[src/include/bfhs_pkg.sv]
// Purpose: Constants and carrier types for the buck fault hiccup sequencer
// Assumes: 10 MHz internal clock
// Notes:   Comparator results arrive as one packed struct
package bfhs_pkg;

  localparam int unsigned CLK_HZ        = 10_000_000;
  localparam int unsigned UV_DELAY_NS   = 30_000;
  localparam int unsigned UV_DELAY_CYC  =
    (UV_DELAY_NS * (CLK_HZ / 1_000_000) + 999) / 1000;
  localparam int unsigned HICCUP_LIMIT  = 3;
  localparam int unsigned POR_LIMIT     = 3;
  localparam int unsigned CNT_W         = 2;

  // Comparator results, all from outside the clock domain
  typedef struct packed {
    logic feedback_low;   // Feedback below 75 % of target
    logic ss_above_4v;    // Soft-start level above 4 V
    logic ss_at_zero;     // Soft-start level at 0 V
    logic sense_ok;       // Supply sense above 1.5 V
    logic rail_12v_ok;    // 12 V supply ready
    logic internal_logic_rail_ok;
    logic enable;
  } bfhs_cmp_t;

  typedef enum logic [2:0] {
    BFHS_OFF      = 3'b000,
    BFHS_SOFT     = 3'b001,
    BFHS_RUN      = 3'b010,
    BFHS_HICCUP   = 3'b011,
    BFHS_SHUTDOWN = 3'b100
  } bfhs_state_t;

endpackage

[src/rtl/bfhs_sequencer.sv]
// Purpose: Fault-protection sequencer of a synchronous buck controller
// Assumes: rst is the supply (VCC) power-up reset; comparators are asynchronous
// Notes:   Gate outputs are permits for the external drivers, not PWM
//
// Summary of operation
// - Undervoltage armed only while enabled and soft-start above 4 V.
// - Armed, feedback low continuously for 30 us starts a hiccup.
// - Hiccup first forces high-side and low-side drives off.
// - Hiccup enables the 10 uA soft-start discharge sink.
// - Soft-start at 0 V ends hiccup, stops discharge, restarts soft start.
// - Above 4 V after restart protection re-arms; persistent short hiccups again.
// - After 2 hiccups the third trip shuts down permanently, gates off, until supply cycled.
// - Power-on event or enable transition clears the hiccup counter.
// - Count power-on events including the first; third triggers short latch.
// - Short-circuit latch holds with gates off until supply removal.
// - Power-on only when logic rail, 12 V and enable all ready.
// - After power-on, start soft start with the 10 uA charge source.
// - Input supply ready only when sense exceeds 1.5 V.
// - Enable low inhibits all gate drive.
module bfhs_sequencer
  import bfhs_pkg::*;
(
  input  wire logic      mclk,
  input  wire logic      rst,
  input  wire bfhs_cmp_t cmp_in,
  output logic           high_side_drive,
  output logic           low_side_drive,
  output logic           ss_charge_en,
  output logic           ss_discharge_en,
  output logic           undervoltage_trip,
  output logic           short_circuit_latch,
  output logic           shutdown_latched
);

  localparam int unsigned UV_W = $clog2(UV_DELAY_CYC + 1);

  // Counters saturate one below their limit, so each limit must fit the width
  if (HICCUP_LIMIT < 1 || HICCUP_LIMIT > (1 << CNT_W)
      || POR_LIMIT < 1 || POR_LIMIT > (1 << CNT_W))
    $error("Event limit does not fit counter width");

  // ******************************
  // Input synchronisers
  // ******************************
  bfhs_cmp_t sync1;
  bfhs_cmp_t cmp;

  always_ff @(posedge mclk or posedge rst)
  begin
    if (rst)
    begin
      sync1 <= '0;
      cmp   <= '0;
    end
    else
    begin
      sync1 <= cmp_in;
      cmp   <= sync1;
    end
  end

  // ******************************
  // Decode
  // ******************************
  bfhs_state_t state;
  bfhs_state_t next_state;
  logic              por_prev;
  logic              en_prev;
  logic [CNT_W-1:0]  hiccup_cnt;
  logic [CNT_W-1:0]  por_cnt;
  logic [UV_W-1:0]   uv_cnt;

  wire por_ok    = cmp.internal_logic_rail_ok & cmp.rail_12v_ok
                 & cmp.sense_ok & cmp.enable;
  wire por_event = por_ok & ~por_prev;
  wire en_toggle = cmp.enable ^ en_prev;
  wire armed     = cmp.enable & cmp.ss_above_4v & (state == BFHS_RUN);
  wire uv_fire   = armed & cmp.feedback_low
                 & (uv_cnt == UV_W'(UV_DELAY_CYC - 1));
  wire hiccup_full = (hiccup_cnt == CNT_W'(HICCUP_LIMIT - 1));
  wire scp_fire    = por_event & (por_cnt == CNT_W'(POR_LIMIT - 1));
  wire gates_on    = (next_state == BFHS_RUN) | (next_state == BFHS_SOFT);

  always_comb
  begin
    next_state = state;
    unique case (state)
      BFHS_OFF:
        if (por_event)
          next_state = BFHS_SOFT;
      BFHS_SOFT:
        if (cmp.ss_above_4v)
          next_state = BFHS_RUN;
      BFHS_RUN:
        if (uv_fire)
          next_state = hiccup_full ? BFHS_SHUTDOWN : BFHS_HICCUP;
      BFHS_HICCUP:
        if (cmp.ss_at_zero)
          next_state = BFHS_SOFT;
      BFHS_SHUTDOWN:
        next_state = BFHS_SHUTDOWN;
      default:
        next_state = BFHS_OFF;
    endcase
    if (state != BFHS_SHUTDOWN)
    begin
      // Hiccup keeps discharging without power-on, but never restarts soft start
      if (!por_ok && (state != BFHS_HICCUP || cmp.ss_at_zero))
        next_state = BFHS_OFF;
      if (short_circuit_latch || scp_fire)
        next_state = BFHS_SHUTDOWN;
    end
  end

  // ******************************
  // Sequencer state
  // ******************************
  always_ff @(posedge mclk or posedge rst)
  begin
    if (rst)
    begin
      state    <= BFHS_OFF;
      por_prev <= 1'b0;
      en_prev  <= 1'b0;
    end
    else
    begin
      state    <= next_state;
      por_prev <= por_ok;
      en_prev  <= cmp.enable;
    end
  end

  // Qualification timer restarts on any high feedback sample
  always_ff @(posedge mclk or posedge rst)
  begin
    if (rst)
      uv_cnt <= '0;
    else if (!(armed && cmp.feedback_low) || uv_fire)
      uv_cnt <= '0;
    else
      uv_cnt <= uv_cnt + UV_W'(1);
  end

  // ******************************
  // Event counters
  // ******************************
  always_ff @(posedge mclk or posedge rst)
  begin
    if (rst)
      hiccup_cnt <= '0;
    else if (por_event || en_toggle)
      hiccup_cnt <= '0;
    else if (uv_fire && !hiccup_full)
      hiccup_cnt <= hiccup_cnt + CNT_W'(1);
  end

  // Only supply removal clears this; enable bounces add counts
  always_ff @(posedge mclk or posedge rst)
  begin
    if (rst)
      por_cnt <= '0;
    else if (por_event && por_cnt != CNT_W'(POR_LIMIT - 1))
      por_cnt <= por_cnt + CNT_W'(1);
  end

  // ******************************
  // Outputs
  // ******************************
  always_ff @(posedge mclk or posedge rst)
  begin
    if (rst)
    begin
      high_side_drive     <= 1'b0;
      low_side_drive      <= 1'b0;
      ss_charge_en        <= 1'b0;
      ss_discharge_en     <= 1'b0;
      undervoltage_trip   <= 1'b0;
      short_circuit_latch <= 1'b0;
      shutdown_latched    <= 1'b0;
    end
    else
    begin
      high_side_drive     <= gates_on;
      low_side_drive      <= gates_on;
      ss_charge_en        <= (next_state == BFHS_SOFT) | (next_state == BFHS_RUN);
      ss_discharge_en     <= (next_state == BFHS_HICCUP);
      undervoltage_trip   <= uv_fire;
      short_circuit_latch <= short_circuit_latch | scp_fire;
      shutdown_latched    <= (next_state == BFHS_SHUTDOWN);
    end
  end

  // ******************************
  // Assertions
  // ******************************
  a_hiccup_gates_off: assert property (@(posedge mclk) disable iff (rst)
    ss_discharge_en |-> !high_side_drive && !low_side_drive)
    else $error("Gates on during hiccup");

  a_uv_starts_hiccup: assert property (@(posedge mclk) disable iff (rst)
    uv_fire && !hiccup_full && !scp_fire && por_ok |=> ss_discharge_en)
    else $error("Undervoltage did not start hiccup");

  a_uv_needs_arm: assert property (@(posedge mclk) disable iff (rst)
    !cmp.ss_above_4v |=> !undervoltage_trip)
    else $error("Undervoltage tripped while unarmed");

  a_hiccup_ends_zero: assert property (@(posedge mclk) disable iff (rst)
    state == BFHS_HICCUP && cmp.ss_at_zero && !short_circuit_latch && !scp_fire
      |=> !ss_discharge_en && ss_charge_en == por_ok)
    else $error("Hiccup did not end at zero");

  a_scp_holds: assert property (@(posedge mclk) disable iff (rst)
    short_circuit_latch |=> short_circuit_latch && !high_side_drive)
    else $error("Short latch released");

  a_enable_inhibit: assert property (@(posedge mclk) disable iff (rst)
    !cmp.enable |=> !high_side_drive && !low_side_drive)
    else $error("Drive while disabled");

  a_shutdown_sticky: assert property (@(posedge mclk) disable iff (rst)
    shutdown_latched |=> shutdown_latched && !low_side_drive)
    else $error("Shutdown released");

  a_por_charge: assert property (@(posedge mclk) disable iff (rst)
    state == BFHS_OFF && por_event && !scp_fire |=> ss_charge_en)
    else $error("No soft start after power-on");

  a_counter_clear: assert property (@(posedge mclk) disable iff (rst)
    en_toggle |=> hiccup_cnt == '0)
    else $error("Hiccup count not cleared");

endmodule

[config.mk]
export PLATFORM = sky130hd
export DESIGN_NAME = bfhs_sequencer
export DESIGN_NICKNAME = d
export VERILOG_FILES = /design/src/include/bfhs_pkg.sv /design/src/rtl/bfhs_sequencer.sv
export SDC_FILE = /design/constraint.sdc
export NUM_CORES = 1
export LEC_CHECK = 0
export ABC_CLOCK_PERIOD_IN_PS = 1760
export BUFFER_PORTS_ARGS = -buffer_cell sky130_fd_sc_hd__buf_2
export CORE_MARGIN = 5
export CORE_UTILIZATION = 53
export CTS_BUF_LIST = sky130_fd_sc_hd__clkbuf_8
export CTS_CLUSTER_DIAMETER = 60
export CTS_CLUSTER_SIZE = 14
export DETAILED_ROUTE_END_ITERATION = 16
export GPL_TIMING_DRIVEN = 0
export HOLD_SLACK_MARGIN = 0.1
export PLACE_DENSITY = 0.79
export SLEW_MARGIN = 15
export SYNTH_ARGS = -nofsm -noshare
export SYNTH_HDL_FRONTEND = slang
export SYNTH_SLANG_ARGS = --single-unit
[constraint.sdc]
create_clock -name mclk -period 1.76 [get_ports mclk]
set_input_delay 0.352 -clock mclk [delete_from_list [all_inputs] [get_ports mclk]]
set_output_delay 0.352 -clock mclk [all_outputs]
set_load 0.05 [all_outputs]
==> impl_metrics.env <==
export IMPL_cp_slowest_cell="or4b_4"
export IMPL_syn_nets=129
export IMPL_violations="negative setup slack"
export IMPL_n_fill_cell=215
export IMPL_cts_made_buffers=5
export IMPL_ir_drop_uv=1106
export IMPL_yosysTopAreaCell="dfrtp_1"
export IMPL_num_rows=19
export IMPL_first_iter_violations=21
export IMPL_synth_ff_type="dfrtp_1"
export IMPL_route_detailed_drc=0
export IMPL_slew_viol_final=0
export IMPL_design_power_total_w=0.001706
export IMPL_arrival_ps=1980
export IMPL_status="finished, violations left"
export IMPL_max_freq_mhz=554.3
export IMPL_setup_viol_count_final=1
export IMPL_multiInputGateArea_um2=489.2
export IMPL_setup_slack_ps=-44.19
export IMPL_grtUsageTotal_pct=13.31
export IMPL_cap_viol_max_count=0
export IMPL_wirelength_um=2170
export IMPL_async_flop_share_pct=100.0
export IMPL_clk_pin_slew_worst_paths_ps=80
export IMPL_synth_cells=117
export IMPL_syn_avg_cell_area_um2=12.35
export IMPL_finalNetCount=157
export IMPL_place_ws_ps=-83.11
export IMPL_synth_area_um2=1445
export IMPL_yosysTopAreaCellShare_pct=64.07
export IMPL_cts_buffer_depth=2
export IMPL_cp_required_ps=1930
export IMPL_root_buffer="clkbuf_8"
export IMPL_crit_buf_inv=0
export IMPL_worstPathCellList="or4b_4 > and4bb_2 > and2_4 > mux2i_1 > nor2_1"
export IMPL_finalHoldViolCount=0
export IMPL_ys_seq_elements=37
export IMPL_core_um2=2686
export IMPL_dr_pass1_iters=4
export IMPL_layout_min_cycle_time_ps=1804
export IMPL_drive_gt1_share_pct=27.40
export IMPL_vias=871
export IMPL_tightestPinTransition_ps=734.4
export IMPL_utilization_pct=63.76
export IMPL_power_density_nw_per_um2=995.7
export IMPL_overflow=0
export IMPL_p_leak_nw=0.8011
export IMPL_yosysMostFrequentCell="dfrtp_1"
export IMPL_die_area_um2=3871
export IMPL_port_buffer_count=15
export IMPL_die_w_um=62.22
export IMPL_netlist_top_cells_area="dfrtp_1 (64%), xnor2_1 (4.8%), nor2_1 (4.4%)"
export IMPL_grt_max_degree=38
export IMPL_ys_seq_area_share_pct=64.07
export IMPL_crit_fanout=4
export IMPL_place_hpwl_um=1470
export IMPL_crit_family="simple AND/OR/NAND/NOR gates"
export IMPL_rsz0062_at_grt="yes"
export IMPL_cts_tree="yes"
export IMPL_min_path_type="in2reg"
export IMPL_finClkSkew_ps=4.777
export IMPL_routedWlPerCell_um=12.26
export IMPL_antenna_left=0
export IMPL_grt_pass1_vias=925
export IMPL_diodes=0
export IMPL_cts_sinks=37
export IMPL_synth_distinct_cells=32
export IMPL_seq_area_um2=925.9
export IMPL_endpoint_kind="flop"
export IMPL_grt_antenna_before_repair=0
export IMPL_io_pins=16
export IMPL_start_util_pct=53.80
export IMPL_fin_crit_sh_pct=102.5
export IMPL_slowest_delay_ps=530
export IMPL_fin_tns_setup_ps=-44.19
export IMPL_die_h_um=62.22
export IMPL_ys_warn_count=0
export IMPL_grt_pass1_wl_um=3933
export IMPL_synth_edff_count=0
export IMPL_vias_per_cell=4.921
export IMPL_clk_latency_ps=290
export IMPL_slew_headroom_pct=50.97
export IMPL_start_kind="flop"
export IMPL_htreeDepth=2
export IMPL_critical_path_class="reg2reg"
export IMPL_synthTopCellsByCount="dfrtp_1 (37), nor2_1 (17), inv_1 (8), xnor2_1 (8), nand3_1 (5)"
export IMPL_syn_to_final_growth_pct=18.53
export IMPL_place_gp_congestion=0.7627
-- per-stage QoR --
stage	instances	instance area (um2)	hold WS, ps
6_report	177	1713	158.7
5_1_grt	177	1713	135.0
4_1_cts	174	1683	145.3
3_5_place_dp	163	1562	334.7
3_3_place_gp	163	1562	332.6
2_1_floorplan	117	1448	331.2
-- power by group --
part / internal [W] / total, W / leakage (nW) / switching (W)
Combinational: 0.0000612 / 0.000174 / 0.289 / 0.000113
Clock: 0.000288 / 0.000605 / 0.0452 / 0.000317
Sequential: 0.000904 / 0.000927 / 0.467 / 0.0000233
-- flip-flops by register name, summed over array words and instances (netlist names) --
name                 cells
undervoltage_trip        1
cmp                      7
en_prev                  1
state                    3
ss_charge_en             1
sync1                    7
ss_discharge_en          1
uv_cnt                   9
por_prev                 1
short_circuit_latch      1
shutdown_latched         1
por_cnt                  2
hiccup_cnt               2
-- worst paths after layout --
path / startpoint / endpoint / slack, ps / cells after the start
worst max-delay path: uv_cnt[4] / hiccup_cnt[1] / -40 / 5
worst min-delay path: cmp_in[6] / sync1[6] / 160 / 1
worst max register to register: uv_cnt[4] / hiccup_cnt[1] / -40 / 5
worst min register to register: sync1[0] / cmp[0] / 350 / 0
max in group asynchronous: rst / uv_cnt[7] / 1110 / 2
min in group asynchronous: rst / sync1[3] / 180 / 2
-- layout by cell type, fill, tap and decap left out, types with 2 or more instances in the layout --
master	instances
ha_1	3
nor3_1	2
nand2b_1	3
and3_1	2
mux2i_1	2
clkbuf_8	5
nor2_1	17
nand3b_1	3
nand3_1	5
dfrtp_1	37
buf_4	8
xnor2_1	8
buf_2	15
inv_1	7
xor2_1	3
nand2_1	3
inv_6	2
-- cell type report --
| class | count | share of cell area (%) |
|---|---|---|
| clock buffer | 5 | 4.018 |
| clock inverter | 3 | 1.461 |
| sequential | 37 | 54.05 |
| multi-input combinational | 70 | 28.56 |
| buffer | 2 | 0.8766 |
| tap | 31 | 2.264 |
| inverter | 8 | 1.753 |
| timing repair buffer | 21 | 7.012 |
-- what timing repair did --
action,in CTS,in global routing
endpoints found under the hold margin,0,0
setup endpoints to repair,3,5
hold buffers,0,0
setup buffers,3,3
gates resized for setup,1,3
pin swaps,5,6
-- routing by layer --
| metal | part of all wire, % | global-route usage, % | up-vias |
|---|---|---|---|
| li1 | - | - | 440 |
| met1 | 43 | 14.17 | 408 |
| met2 | 49 | 20.73 | 18 |
| met3 | 5.5 | 5.766 | 5 |
| met4 | 3.0 | 9.756 | 0 |
| met5 | 0 | 0 | - |
-- logic make-up (layout without fill, tap and decap cells) --
family	Yosys count	in the layout	synth area share [%]
adders and majority gates	3	3	2.598
buffers and inverters	10	39	3.117
and+or+nand+nor	45	45	17.14
AOI/OAI and AO/OA	9	9	5.022
muxes	2	2	1.385
DFF	37	37	64.07
xor gates and xnor gates	11	11	6.667
No activity file was read; power rests on OpenSTA's default activity.
